File: src/core/ppmk_map.svh
/*
 * Register indices, field positions and reset values of the port block.
 * Assumes it is included by bare name by the package user and the core.
 */
`ifndef PPMK_MAP_SVH
`define PPMK_MAP_SVH

// Register indices on the plain register port
`define PPMK_PA_DATA      6'h00
`define PPMK_PB_DATA      6'h01
`define PPMK_PC_DATA      6'h02
`define PPMK_PA_DIR       6'h04
`define PPMK_PB_DIR       6'h05
`define PPMK_PC_DIR       6'h06
`define PPMK_PA_CFG       6'h20
`define PPMK_ROUTE_CFG    6'h21
`define PPMK_KEY_FLAGS    6'h24
`define PPMK_C_ROUTE      6'h30

// Port A configuration fields
`define PPMK_LOW_REF      0
`define PPMK_LOW_IE       1
`define PPMK_LOW_EDGE     2
`define PPMK_HIGH_IE      4
`define PPMK_HIGH_EDGE    5
`define PPMK_HIGH_REF     7

// Pin routing configuration fields
`define PPMK_B0_CAP       0
`define PPMK_B1_CMP       1
`define PPMK_B2_CAP       2
`define PPMK_B3_CMP       3
`define PPMK_B4_PWM       4
`define PPMK_AMP_EN       6
`define PPMK_CAP_XOR      7

// Port C routing fields
`define PPMK_C_PWM_LO     0
`define PPMK_C_PWM_HI     1
`define PPMK_C3_CMP       2
`define PPMK_C_TS_LO      3
`define PPMK_C_TS_HI      5
`define PPMK_C6_PWM       6

// Bit of the port B data read that shows capture channel one
`define PPMK_CAP_READ_BIT 5

// Reset values
`define PPMK_CFG_RESET    8'h00
`define PPMK_DIR_RESET    8'h00
`define PPMK_FLAG_RESET   8'h00

`endif

File: src/core/ppmk_pkg.sv
/*
 * Types shared by the port block.
 * Assumes the register map header is compiled alongside.
 */
package ppmk_pkg;

	typedef logic [7:0] ppmk_byte_t;
	typedef logic [5:0] ppmk_addr_t;

endpackage

File: src/core/ppmk_port_core.sv
/*
 * Port A key edge flags, port B and port C data and direction registers
 * with routing of pins to timer capture, timer compare and PWM channels.
 * Assumes the core drives one-cycle read and write strobes synchronous to
 * sys_clk and that pin inputs are already synchronous to sys_clk.
 */
// The implementer's own choice: the strobed register port.
`timescale 1ns/100ps
`include "ppmk_map.svh"

module ppmk_port_core #(
	parameter int PA_WIDTH = 8,
	parameter int PB_WIDTH = 5,
	parameter int PC_WIDTH = 7
) (
	input  wire logic                 sys_clk,
	input  wire logic                 reset,
	input  wire ppmk_pkg::ppmk_addr_t reg_addr,
	input  wire ppmk_pkg::ppmk_byte_t reg_wdata,
	input  wire logic                 reg_wr,
	input  wire logic                 reg_rd,
	output logic [7:0]                reg_rdata,
	input  wire logic                 irq_mask,
	input  wire logic [PA_WIDTH-1:0]  pa_in,
	output logic [PA_WIDTH-1:0]       pa_out,
	output logic [PA_WIDTH-1:0]       pa_oe,
	input  wire logic [PB_WIDTH-1:0]  pb_in,
	output logic [PB_WIDTH-1:0]       pb_out,
	output logic [PB_WIDTH-1:0]       pb_oe,
	input  wire logic [PC_WIDTH-1:0]  pc_in,
	output logic [PC_WIDTH-1:0]       pc_out,
	output logic [PC_WIDTH-1:0]       pc_oe,
	input  wire logic                 compare_one,
	input  wire logic                 compare_two,
	input  wire logic                 pwm_signal,
	output logic                      capture_channel_one,
	output logic                      capture_two,
	output logic                      key_irq,
	output logic                      low_ref_external,
	output logic                      high_ref_external,
	output logic                      amp_enable,
	output logic                      amp_to_channel_four
);

	// Widths are fixed by the field layout of the registers
	if (PA_WIDTH != 8 || PB_WIDTH != 5 || PC_WIDTH != 7) begin : g_bad_width
		$error("ppmk_port_core: port widths must be 8, 5 and 7");
	end

	typedef struct packed {
		logic [PA_WIDTH-1:0] pa_data;
		logic [PA_WIDTH-1:0] pa_dir;
		logic [7:0]          pa_cfg;
		logic [7:0]          flags;
		logic [PB_WIDTH-1:0] pb_data;
		logic [PB_WIDTH-1:0] pb_dir;
		logic [7:0]          route_cfg;
		logic [PC_WIDTH-1:0] pc_data;
		logic [PC_WIDTH-1:0] pc_dir;
		logic [6:0]          c_route;
		logic [PA_WIDTH-1:0] sync_a;
		logic [PA_WIDTH-1:0] sync_b;
		logic [PA_WIDTH-1:0] prev;
		logic [7:0]          rdata;
		logic [PA_WIDTH-1:0] pa_out;
		logic [PA_WIDTH-1:0] pa_oe;
		logic [PB_WIDTH-1:0] pb_out;
		logic [PB_WIDTH-1:0] pb_oe;
		logic [PC_WIDTH-1:0] pc_out;
		logic [PC_WIDTH-1:0] pc_oe;
		logic                cap1;
		logic                cap2;
		logic                irq;
		logic                lref;
		logic                href;
		logic                amp;
	} ppmk_state_t;

	ppmk_state_t st;
	ppmk_state_t next_st;
	logic [7:0]  set_ev;

	// Pin level on read for input lines, latch for output lines
	function automatic logic [7:0] ppmk_readback(input logic [7:0] dir,
		input logic [7:0] latch, input logic [7:0] pin);
		ppmk_readback = (dir & latch) | (~dir & pin);
	endfunction

	// Port C pins driven by compare channel one for a timer select code
	function automatic logic [6:0] ppmk_cmp1_mask(input logic [2:0] ts);
		case (ts)
			3'h2, 3'h3: ppmk_cmp1_mask = 7'h01;
			3'h4, 3'h5: ppmk_cmp1_mask = 7'h02;
			3'h6:       ppmk_cmp1_mask = 7'h10;
			3'h7:       ppmk_cmp1_mask = 7'h20;
			default:    ppmk_cmp1_mask = 7'h00;
		endcase
	endfunction

	// Qualified edge events per key line
	// edge polarity select
	genvar gi;
	generate
		for (gi = 0; gi < PA_WIDTH; gi++) begin : g_edge
			localparam bit HIGH_GROUP = (gi >= PA_WIDTH / 2);
			logic rising;
			logic enable;
			assign rising = HIGH_GROUP ? st.pa_cfg[`PPMK_HIGH_EDGE] :
				st.pa_cfg[`PPMK_LOW_EDGE];
			assign enable = HIGH_GROUP ? st.pa_cfg[`PPMK_HIGH_IE] :
				st.pa_cfg[`PPMK_LOW_IE];
			assign set_ev[gi] = enable && (rising ? (st.sync_b[gi] && !st.prev[gi]) :
				(!st.sync_b[gi] && st.prev[gi]));
		end
	endgenerate

	// Next state: register writes, reads, flags and pin routing
	always_comb begin
		logic [6:0] cmp_mask;
		logic [6:0] pwm_mask;
		logic [6:0] c_val;
		logic       cap_base;
		logic       cap_c4;
		logic [2:0] ts;
		logic [7:0] pb_rb;
		next_st = st;
		c_val = 7'h00;
		cap_base = 1'b0;
		ts = st.c_route[`PPMK_C_TS_HI:`PPMK_C_TS_LO];
		cmp_mask = ppmk_cmp1_mask(ts);
		pwm_mask = 7'h00;
		cap_c4 = ts[0] | (ts[2] & ts[1]);
		pb_rb = ppmk_readback({3'b000, st.pb_dir}, {3'b000, st.pb_data}, {3'b000, pb_in});
		case (st.c_route[`PPMK_C_PWM_HI:`PPMK_C_PWM_LO])
			2'h1:    pwm_mask = 7'h01;
			2'h2:    pwm_mask = 7'h10;
			2'h3:    pwm_mask = 7'h20;
			default: pwm_mask = 7'h00;
		endcase
		pwm_mask[6] = st.c_route[`PPMK_C6_PWM];

		// Input synchroniser and edge history
		next_st.sync_a = pa_in;
		next_st.sync_b = st.sync_a;
		next_st.prev = st.sync_b;

		// Register writes
		if (reg_wr) begin
			case (reg_addr)
				`PPMK_PA_DATA:   next_st.pa_data = reg_wdata[PA_WIDTH-1:0];
				`PPMK_PA_DIR:    next_st.pa_dir = reg_wdata[PA_WIDTH-1:0];
				`PPMK_PB_DATA:   next_st.pb_data = reg_wdata[PB_WIDTH-1:0];
				`PPMK_PB_DIR:    next_st.pb_dir = reg_wdata[PB_WIDTH-1:0];
				`PPMK_PC_DATA:   next_st.pc_data = reg_wdata[PC_WIDTH-1:0];
				`PPMK_PC_DIR:    next_st.pc_dir = reg_wdata[PC_WIDTH-1:0];
				`PPMK_PA_CFG:    next_st.pa_cfg = reg_wdata;
				`PPMK_ROUTE_CFG: next_st.route_cfg = reg_wdata;
				`PPMK_C_ROUTE:   next_st.c_route = reg_wdata[6:0];
				default:         next_st.pa_cfg = st.pa_cfg;
			endcase
		end

		if (reg_wr && reg_addr == `PPMK_KEY_FLAGS) begin
			next_st.flags = st.flags & ~reg_wdata;
		end
		next_st.flags = next_st.flags | set_ev;

		// Read data stands one cycle after the strobe only
		next_st.rdata = 8'h00;
		if (reg_rd) begin
			case (reg_addr)
				`PPMK_PA_DATA:   next_st.rdata = ppmk_readback(st.pa_dir, st.pa_data, pa_in);
				`PPMK_PA_DIR:    next_st.rdata = st.pa_dir;
				`PPMK_PB_DATA:   next_st.rdata = {2'b00, st.cap1, pb_rb[PB_WIDTH-1:0]};
				`PPMK_PB_DIR:    next_st.rdata = {3'b000, st.pb_dir};
				`PPMK_PC_DATA:   next_st.rdata = ppmk_readback({1'b0, st.pc_dir},
					{1'b0, st.pc_data}, {1'b0, pc_in});
				`PPMK_PC_DIR:    next_st.rdata = {1'b0, st.pc_dir};
				`PPMK_PA_CFG:    next_st.rdata = st.pa_cfg;
				`PPMK_ROUTE_CFG: next_st.rdata = st.route_cfg;
				`PPMK_KEY_FLAGS: next_st.rdata = st.flags;
				`PPMK_C_ROUTE:   next_st.rdata = {1'b0, st.c_route};
				default:         next_st.rdata = 8'h00;
			endcase
		end

		next_st.irq = (|st.flags) && !irq_mask;

		next_st.lref = st.pa_cfg[`PPMK_LOW_REF];
		next_st.href = st.pa_cfg[`PPMK_HIGH_REF];
		// line four direction is software's duty
		next_st.amp = st.route_cfg[`PPMK_AMP_EN];

		// Port A plain data and direction
		next_st.pa_out = st.pa_data;
		next_st.pa_oe = st.pa_dir;

		next_st.pb_out = st.pb_data;
		next_st.pb_oe = st.pb_dir;
		if (st.route_cfg[`PPMK_B1_CMP]) begin
			next_st.pb_out[1] = compare_one;
		end
		if (st.route_cfg[`PPMK_B3_CMP]) begin
			next_st.pb_out[3] = compare_two;
		end
		if (st.route_cfg[`PPMK_B4_PWM]) begin
			next_st.pb_out[4] = pwm_signal;
		end

		cap_base = st.route_cfg[`PPMK_B0_CAP] ? pb_in[0] : (cap_c4 ? pc_in[4] : pc_in[0]);
		next_st.cap1 = st.route_cfg[`PPMK_CAP_XOR] ? (cap_base ^ pb_in[2]) : cap_base;
		next_st.cap2 = st.route_cfg[`PPMK_B2_CAP] ? pb_in[2] : pc_in[2];

		// port C timer and PWM routing, compare before PWM except C5
		c_val = st.pc_data;
		c_val = (c_val & ~pwm_mask) | ({7{pwm_signal}} & pwm_mask);
		c_val = (c_val & ~cmp_mask) | ({7{compare_one}} & cmp_mask);
		if (pwm_mask[5]) begin
			c_val[5] = pwm_signal;
		end
		if (st.c_route[`PPMK_C3_CMP]) begin
			c_val[3] = compare_two;
		end
		next_st.pc_out = c_val;
		next_st.pc_oe = st.pc_dir;
		// low side lines only pull low
		next_st.pc_out[6:5] = 2'b00;
		next_st.pc_oe[6:5] = st.pc_dir[6:5] & c_val[6:5];
	end

	// State register; data latches keep their value through reset
	// directions cleared, data kept
	always_ff @(posedge sys_clk or posedge reset) begin
		if (reset) begin
			st.pa_dir <= `PPMK_DIR_RESET;
			st.pa_cfg <= `PPMK_CFG_RESET;
			st.flags <= `PPMK_FLAG_RESET;
			st.pb_dir <= PB_WIDTH'(`PPMK_DIR_RESET);
			st.route_cfg <= `PPMK_CFG_RESET;
			st.pc_dir <= PC_WIDTH'(`PPMK_DIR_RESET);
			st.c_route <= 7'(`PPMK_CFG_RESET);
			// Edge history starts at the pulled-up idle level: no false edge
			st.sync_a <= '1;
			st.sync_b <= '1;
			st.prev <= '1;
			st.rdata <= 8'h00;
			st.pa_out <= '0;
			st.pa_oe <= '0;
			st.pb_out <= '0;
			st.pb_oe <= '0;
			st.pc_out <= '0;
			st.pc_oe <= '0;
			st.cap1 <= 1'b0;
			st.cap2 <= 1'b0;
			st.irq <= 1'b0;
			st.lref <= 1'b0;
			st.href <= 1'b0;
			st.amp <= 1'b0;
		end else begin
			st <= next_st;
		end
	end

	// Outputs straight from the state flip-flops
	assign reg_rdata = st.rdata;
	assign pa_out = st.pa_out;
	assign pa_oe = st.pa_oe;
	assign pb_out = st.pb_out;
	assign pb_oe = st.pb_oe;
	assign pc_out = st.pc_out;
	assign pc_oe = st.pc_oe;
	assign capture_channel_one = st.cap1;
	assign capture_two = st.cap2;
	assign key_irq = st.irq;
	assign low_ref_external = st.lref;
	assign high_ref_external = st.href;
	assign amp_enable = st.amp;
	assign amp_to_channel_four = st.amp;
endmodule

File: config.mk
export PLATFORM = sky130hd
export DESIGN_NAME = ppmk_port_core
export DESIGN_NICKNAME = d
export VERILOG_FILES = /design/src/core/ppmk_pkg.sv /design/src/core/ppmk_port_core.sv
export VERILOG_INCLUDE_DIRS = /design/src /design/src/core
export SDC_FILE = /design/constraint.sdc
export NUM_CORES = 1
export LEC_CHECK = 0
export ABC_AREA = 1
export BUFFER_PORTS_ARGS = -buffer_cell sky130_fd_sc_hd__buf_2
export CORE_AREA = 2 2 117 119
export DETAILED_ROUTE_END_ITERATION = 10
export DIE_AREA = 0 0 119 121
export PLACE_DENSITY_LB_ADDON = 0.08
export SYNTH_ARGS = -nofsm -noshare
export SYNTH_HDL_FRONTEND = slang
export SYNTH_SLANG_ARGS = --single-unit
File: constraint.sdc
create_clock -name sys_clk -period 9 [get_ports sys_clk]
set_input_delay 0.9 -clock sys_clk [delete_from_list [all_inputs] [get_ports sys_clk]]
set_output_delay 0.9 -clock sys_clk [all_outputs]
set_load 0.02 [all_outputs]
==> key figures <==
Drt
  – Routed WL per cell: 17.5 um
  – Antenna-violating nets left: 0
  – DRC: 0
  – Via-per-instance ratio: 5.17
  – DR pass1 iterations: 5
  – WL final: 15400 um
  – Vias: 4551
  – Iter 0 DRT Violations: 402

Floorplanning
  – Die footprint: 14400 um2
  – Starting Density: 49.1%
  – I/O pin count: 97
  – Cell Rows: 42
  – Die W: 119 um
  – Core area: 13100 um2
  – Die H: 121 um

STA
  – F_max: 0.387 GHz
  – Final setup vio count: 0
  – Period utilization: 28.7%
  – Worst-Margin Slew: 934 ps
  – Final Hold Fails: 0
  – Clock Skews: 11.7 ps
  – Slew HR: 37.3%
  – Setup TNS Final: 0 ps
  – RSZ-0062 raised after global routing: false
  – Hold slack final: 355 ps
  – Pins Over Slew Limit: 0
  – Fin crit period: 2580 ps

Setup path
  – FF-to-FF End: capture_channel_one$_DFF_PP0_
  – Reg-to-Reg Start: st[81]$_DFFE_PP0P_
  – Startpoint Class: primary input
  – Crit path required time: 9050 ps
  – R2R depth: 5
  – R2R Setup Slk: 7620 ps
  – WP data arrival: 2630 ps
  – CP max stage delay: 810 ps
  – Slowest cell on crit path: nor3_1
  – CP bufs+invs: 2
  – CP top delay family: simple AND/OR/NAND/NOR gates
  – Worst Setup End Kind: flip-flop
  – Crit path cell chain: buf_2 > inv_4 > nand2_1 > nor3_1
  – Crit Path Max Fanout: 67
  – Setup CP Type: in2reg

Power and ir drop
  – Share of total power in sequential cells: 46.8%
  – VDD IR max: 0.000118 V
  – Sw Ratio: 26.7%
  – Part of the power in combinational logic: 10.2%
  – Sw power: 446 uW
  – P per Cell Area: 230 nW/um2
  – Internal power: 1230 uW
  – Leakage: 0.00343 uW
  – Clock group share of total power: 43.0%

Min path
  – Hold Path Origin: next_st[64]$_DFF_PP1_
  – Hold crit path type: reg2reg
  – Hold Path Depth: 0
  – Hold Path End: next_st[56]$_DFF_PP1_

Global route
  – First-pass GRT wire length: 24400 um
  – Gr usage total: 22.9%
  – Initial antenna violation count: 0
  – Vias in the first global route: 4443
  – Largest net degree at the start of global routing: 68
  – GRT overflow: 0

CTS
  – H-tree Lvls: 4
  – Clk buf depth: 2
  – Post_cts resized: 0
  – CTS tree: done
  – Clock-pin slew on the worst setup and hold paths: 60 ps
  – Clock buffer count from CTS: 17
  – Post-CTS Setup Inserts: 0
  – Hold-fix buffer count after cts: 0
  – Clock Latency Late Sink: 430 ps
  – CTS Sinks: 147
  – CTS root buf: clkbuf_16

Yosys
  – Synthesized cell area: 6420 um2
  – Mux cell area share after synthesis: 0.663%
  – Compound-Gate Fraction of Synth Area: 10.1%
  – Synthesized-area fraction occupied by adder cells: 0%
  – Synth Instances: 635
  – Yosys reg bits: 147
  – Sequential area share after synthesis: 59.3%
  – Synthesis Warnings: 0
  – Post-Synth Simple-Gate Area: 19.0%
  – Synth Area in XOR/XNOR: 0.136%
  – Syn_area_per_cell: 10.1 um2
  – Largest family of logic cells by synthesized area: simple AND/OR/NAND/NOR gates
  – Synth cell types: 32

Placed design
  – Placed cell area: 6670 um2
  – DPL Wire Length: 11300 um
  – # port buffers: 94
  – Placer Congestion: 0.912

Flow run
  – Number of max-cap violations: 0

Cells and area
  – Layout cell share with drive strength beyond 1: 30.4%
  – Most common cell after layout, fill and taps aside: nand2_1
  – Most frequent cells in the layout: nand2_1, dfrtp_1, buf_2
  – Synth-to-Final Area Change: 13.3%
  – Fillcell total: 1159
  – Final net count: 733
  – Cell area after layout: 7270 um2
  – N_diodes: 0

Status
  – Status: finished clean
[Yosys cell counts]
cell	count	area, um2
nor3_1	3	15.0
o22ai_1	2	12.5
dfstp_2	24	631
nor2_2	3	18.8
o211ai_1	1	7.51
o21ai_2	28	245
nand2_1	120	450
buf_2	2	10.0
inv_1	55	206
nor2_4	9	101
inv_2	7	26.3
a21oi_1	22	110
mux2i_1	2	20.0
nand3_1	49	245
o21ai_1	21	105
nand3_4	1	17.5
nor2_8	1	20.0
o31ai_1	8	60.1
nor2_1	47	176
conb_1	1	3.75
nand2_2	8	50.1
nand2_4	4	45.0
buf_6	5	56.3
xor2_1	1	8.76
nor4_1	2	12.5
edfxtp_1	20	601
mux2_2	2	22.5
nor3b_1	1	7.51
dfrtp_1	103	2580
nand4_1	10	62.6
o21ai_0	21	105
buf_4	52	390
[power groups by stage]
stage	registers, uW	clock network (uW)	logic (uW)
5_1_grt	789	766	190
6_report	782	718	171
4_1_cts	781	730	173
3_5_place_dp	792	0	172
3_3_place_gp	792	0	169
2_1_floorplan	779	0	134
[final cells by class]
class | instances | area, um2 | area share (%)
clock buffers | 17 | 425 | 5.85
clock inverters | 15 | 179 | 2.46
inverters | 62 | 235 | 3.23
multi-input cells | 368 | 1930 | 26.5
flip-flops and latches | 147 | 3810 | 52.4
well taps | 176 | 220 | 3.03
repair buffers | 95 | 478 | 6.57
[state kept, by name, summed over array words and instances (netlist names), 7 cells and up]
register   cells
next_st       47
pa_oe          8
pa_out         8
pc_oe          7
reg_rdata      8
st            44
[per-stage QoR]
step	worst slack, ps	total power (uW)	std cells	utilization, %
floorplan	4080	913	636	-
global placement	6010	961	848	51.0
detailed placement	5910	964	848	51.0
CTS	6390	1680	880	55.6
global route	6150	1750	880	55.6
finish	6420	1670	880	55.6
[metal layers]
layer | part of all wire [%] | global-route usage, %
met3 | 6.1 | 5.69
met2 | 46 | 34.7
met4 | 2.0 | 8.93
met5 | 0 | 0
met1 | 46 | 32.0
[worst max-delay path by stage]
| stage | endpoint | from | cells after the start |
|---|---|---|---|
| 6_report | st[92]$_DFFE_PP_ | reset | 4 |
| 5_1_grt | st[95]$_DFFE_PP_ | reset | 4 |
| 4_1_cts | st[96]$_DFFE_PP_ | reset | 4 |
| 3_5_place_dp | st[98]$_DFFE_PP_ | reset | 4 |
| 3_3_place_gp | st[97]$_DFFE_PP_ | reset | 4 |
| 2_1_floorplan | st[92]$_DFFE_PP_ | reset | 3 |
[cells by family (layout without fill, tap and decap cells)]
family,Yosys count,count (layout)
compound gates,103,103
simple gates,258,258
flops,147,147
mux,4,4
xor+xnor,1,1
buf+inv,121,189
other cells,1,2
Note: power is estimated with default switching activity, not from simulation.
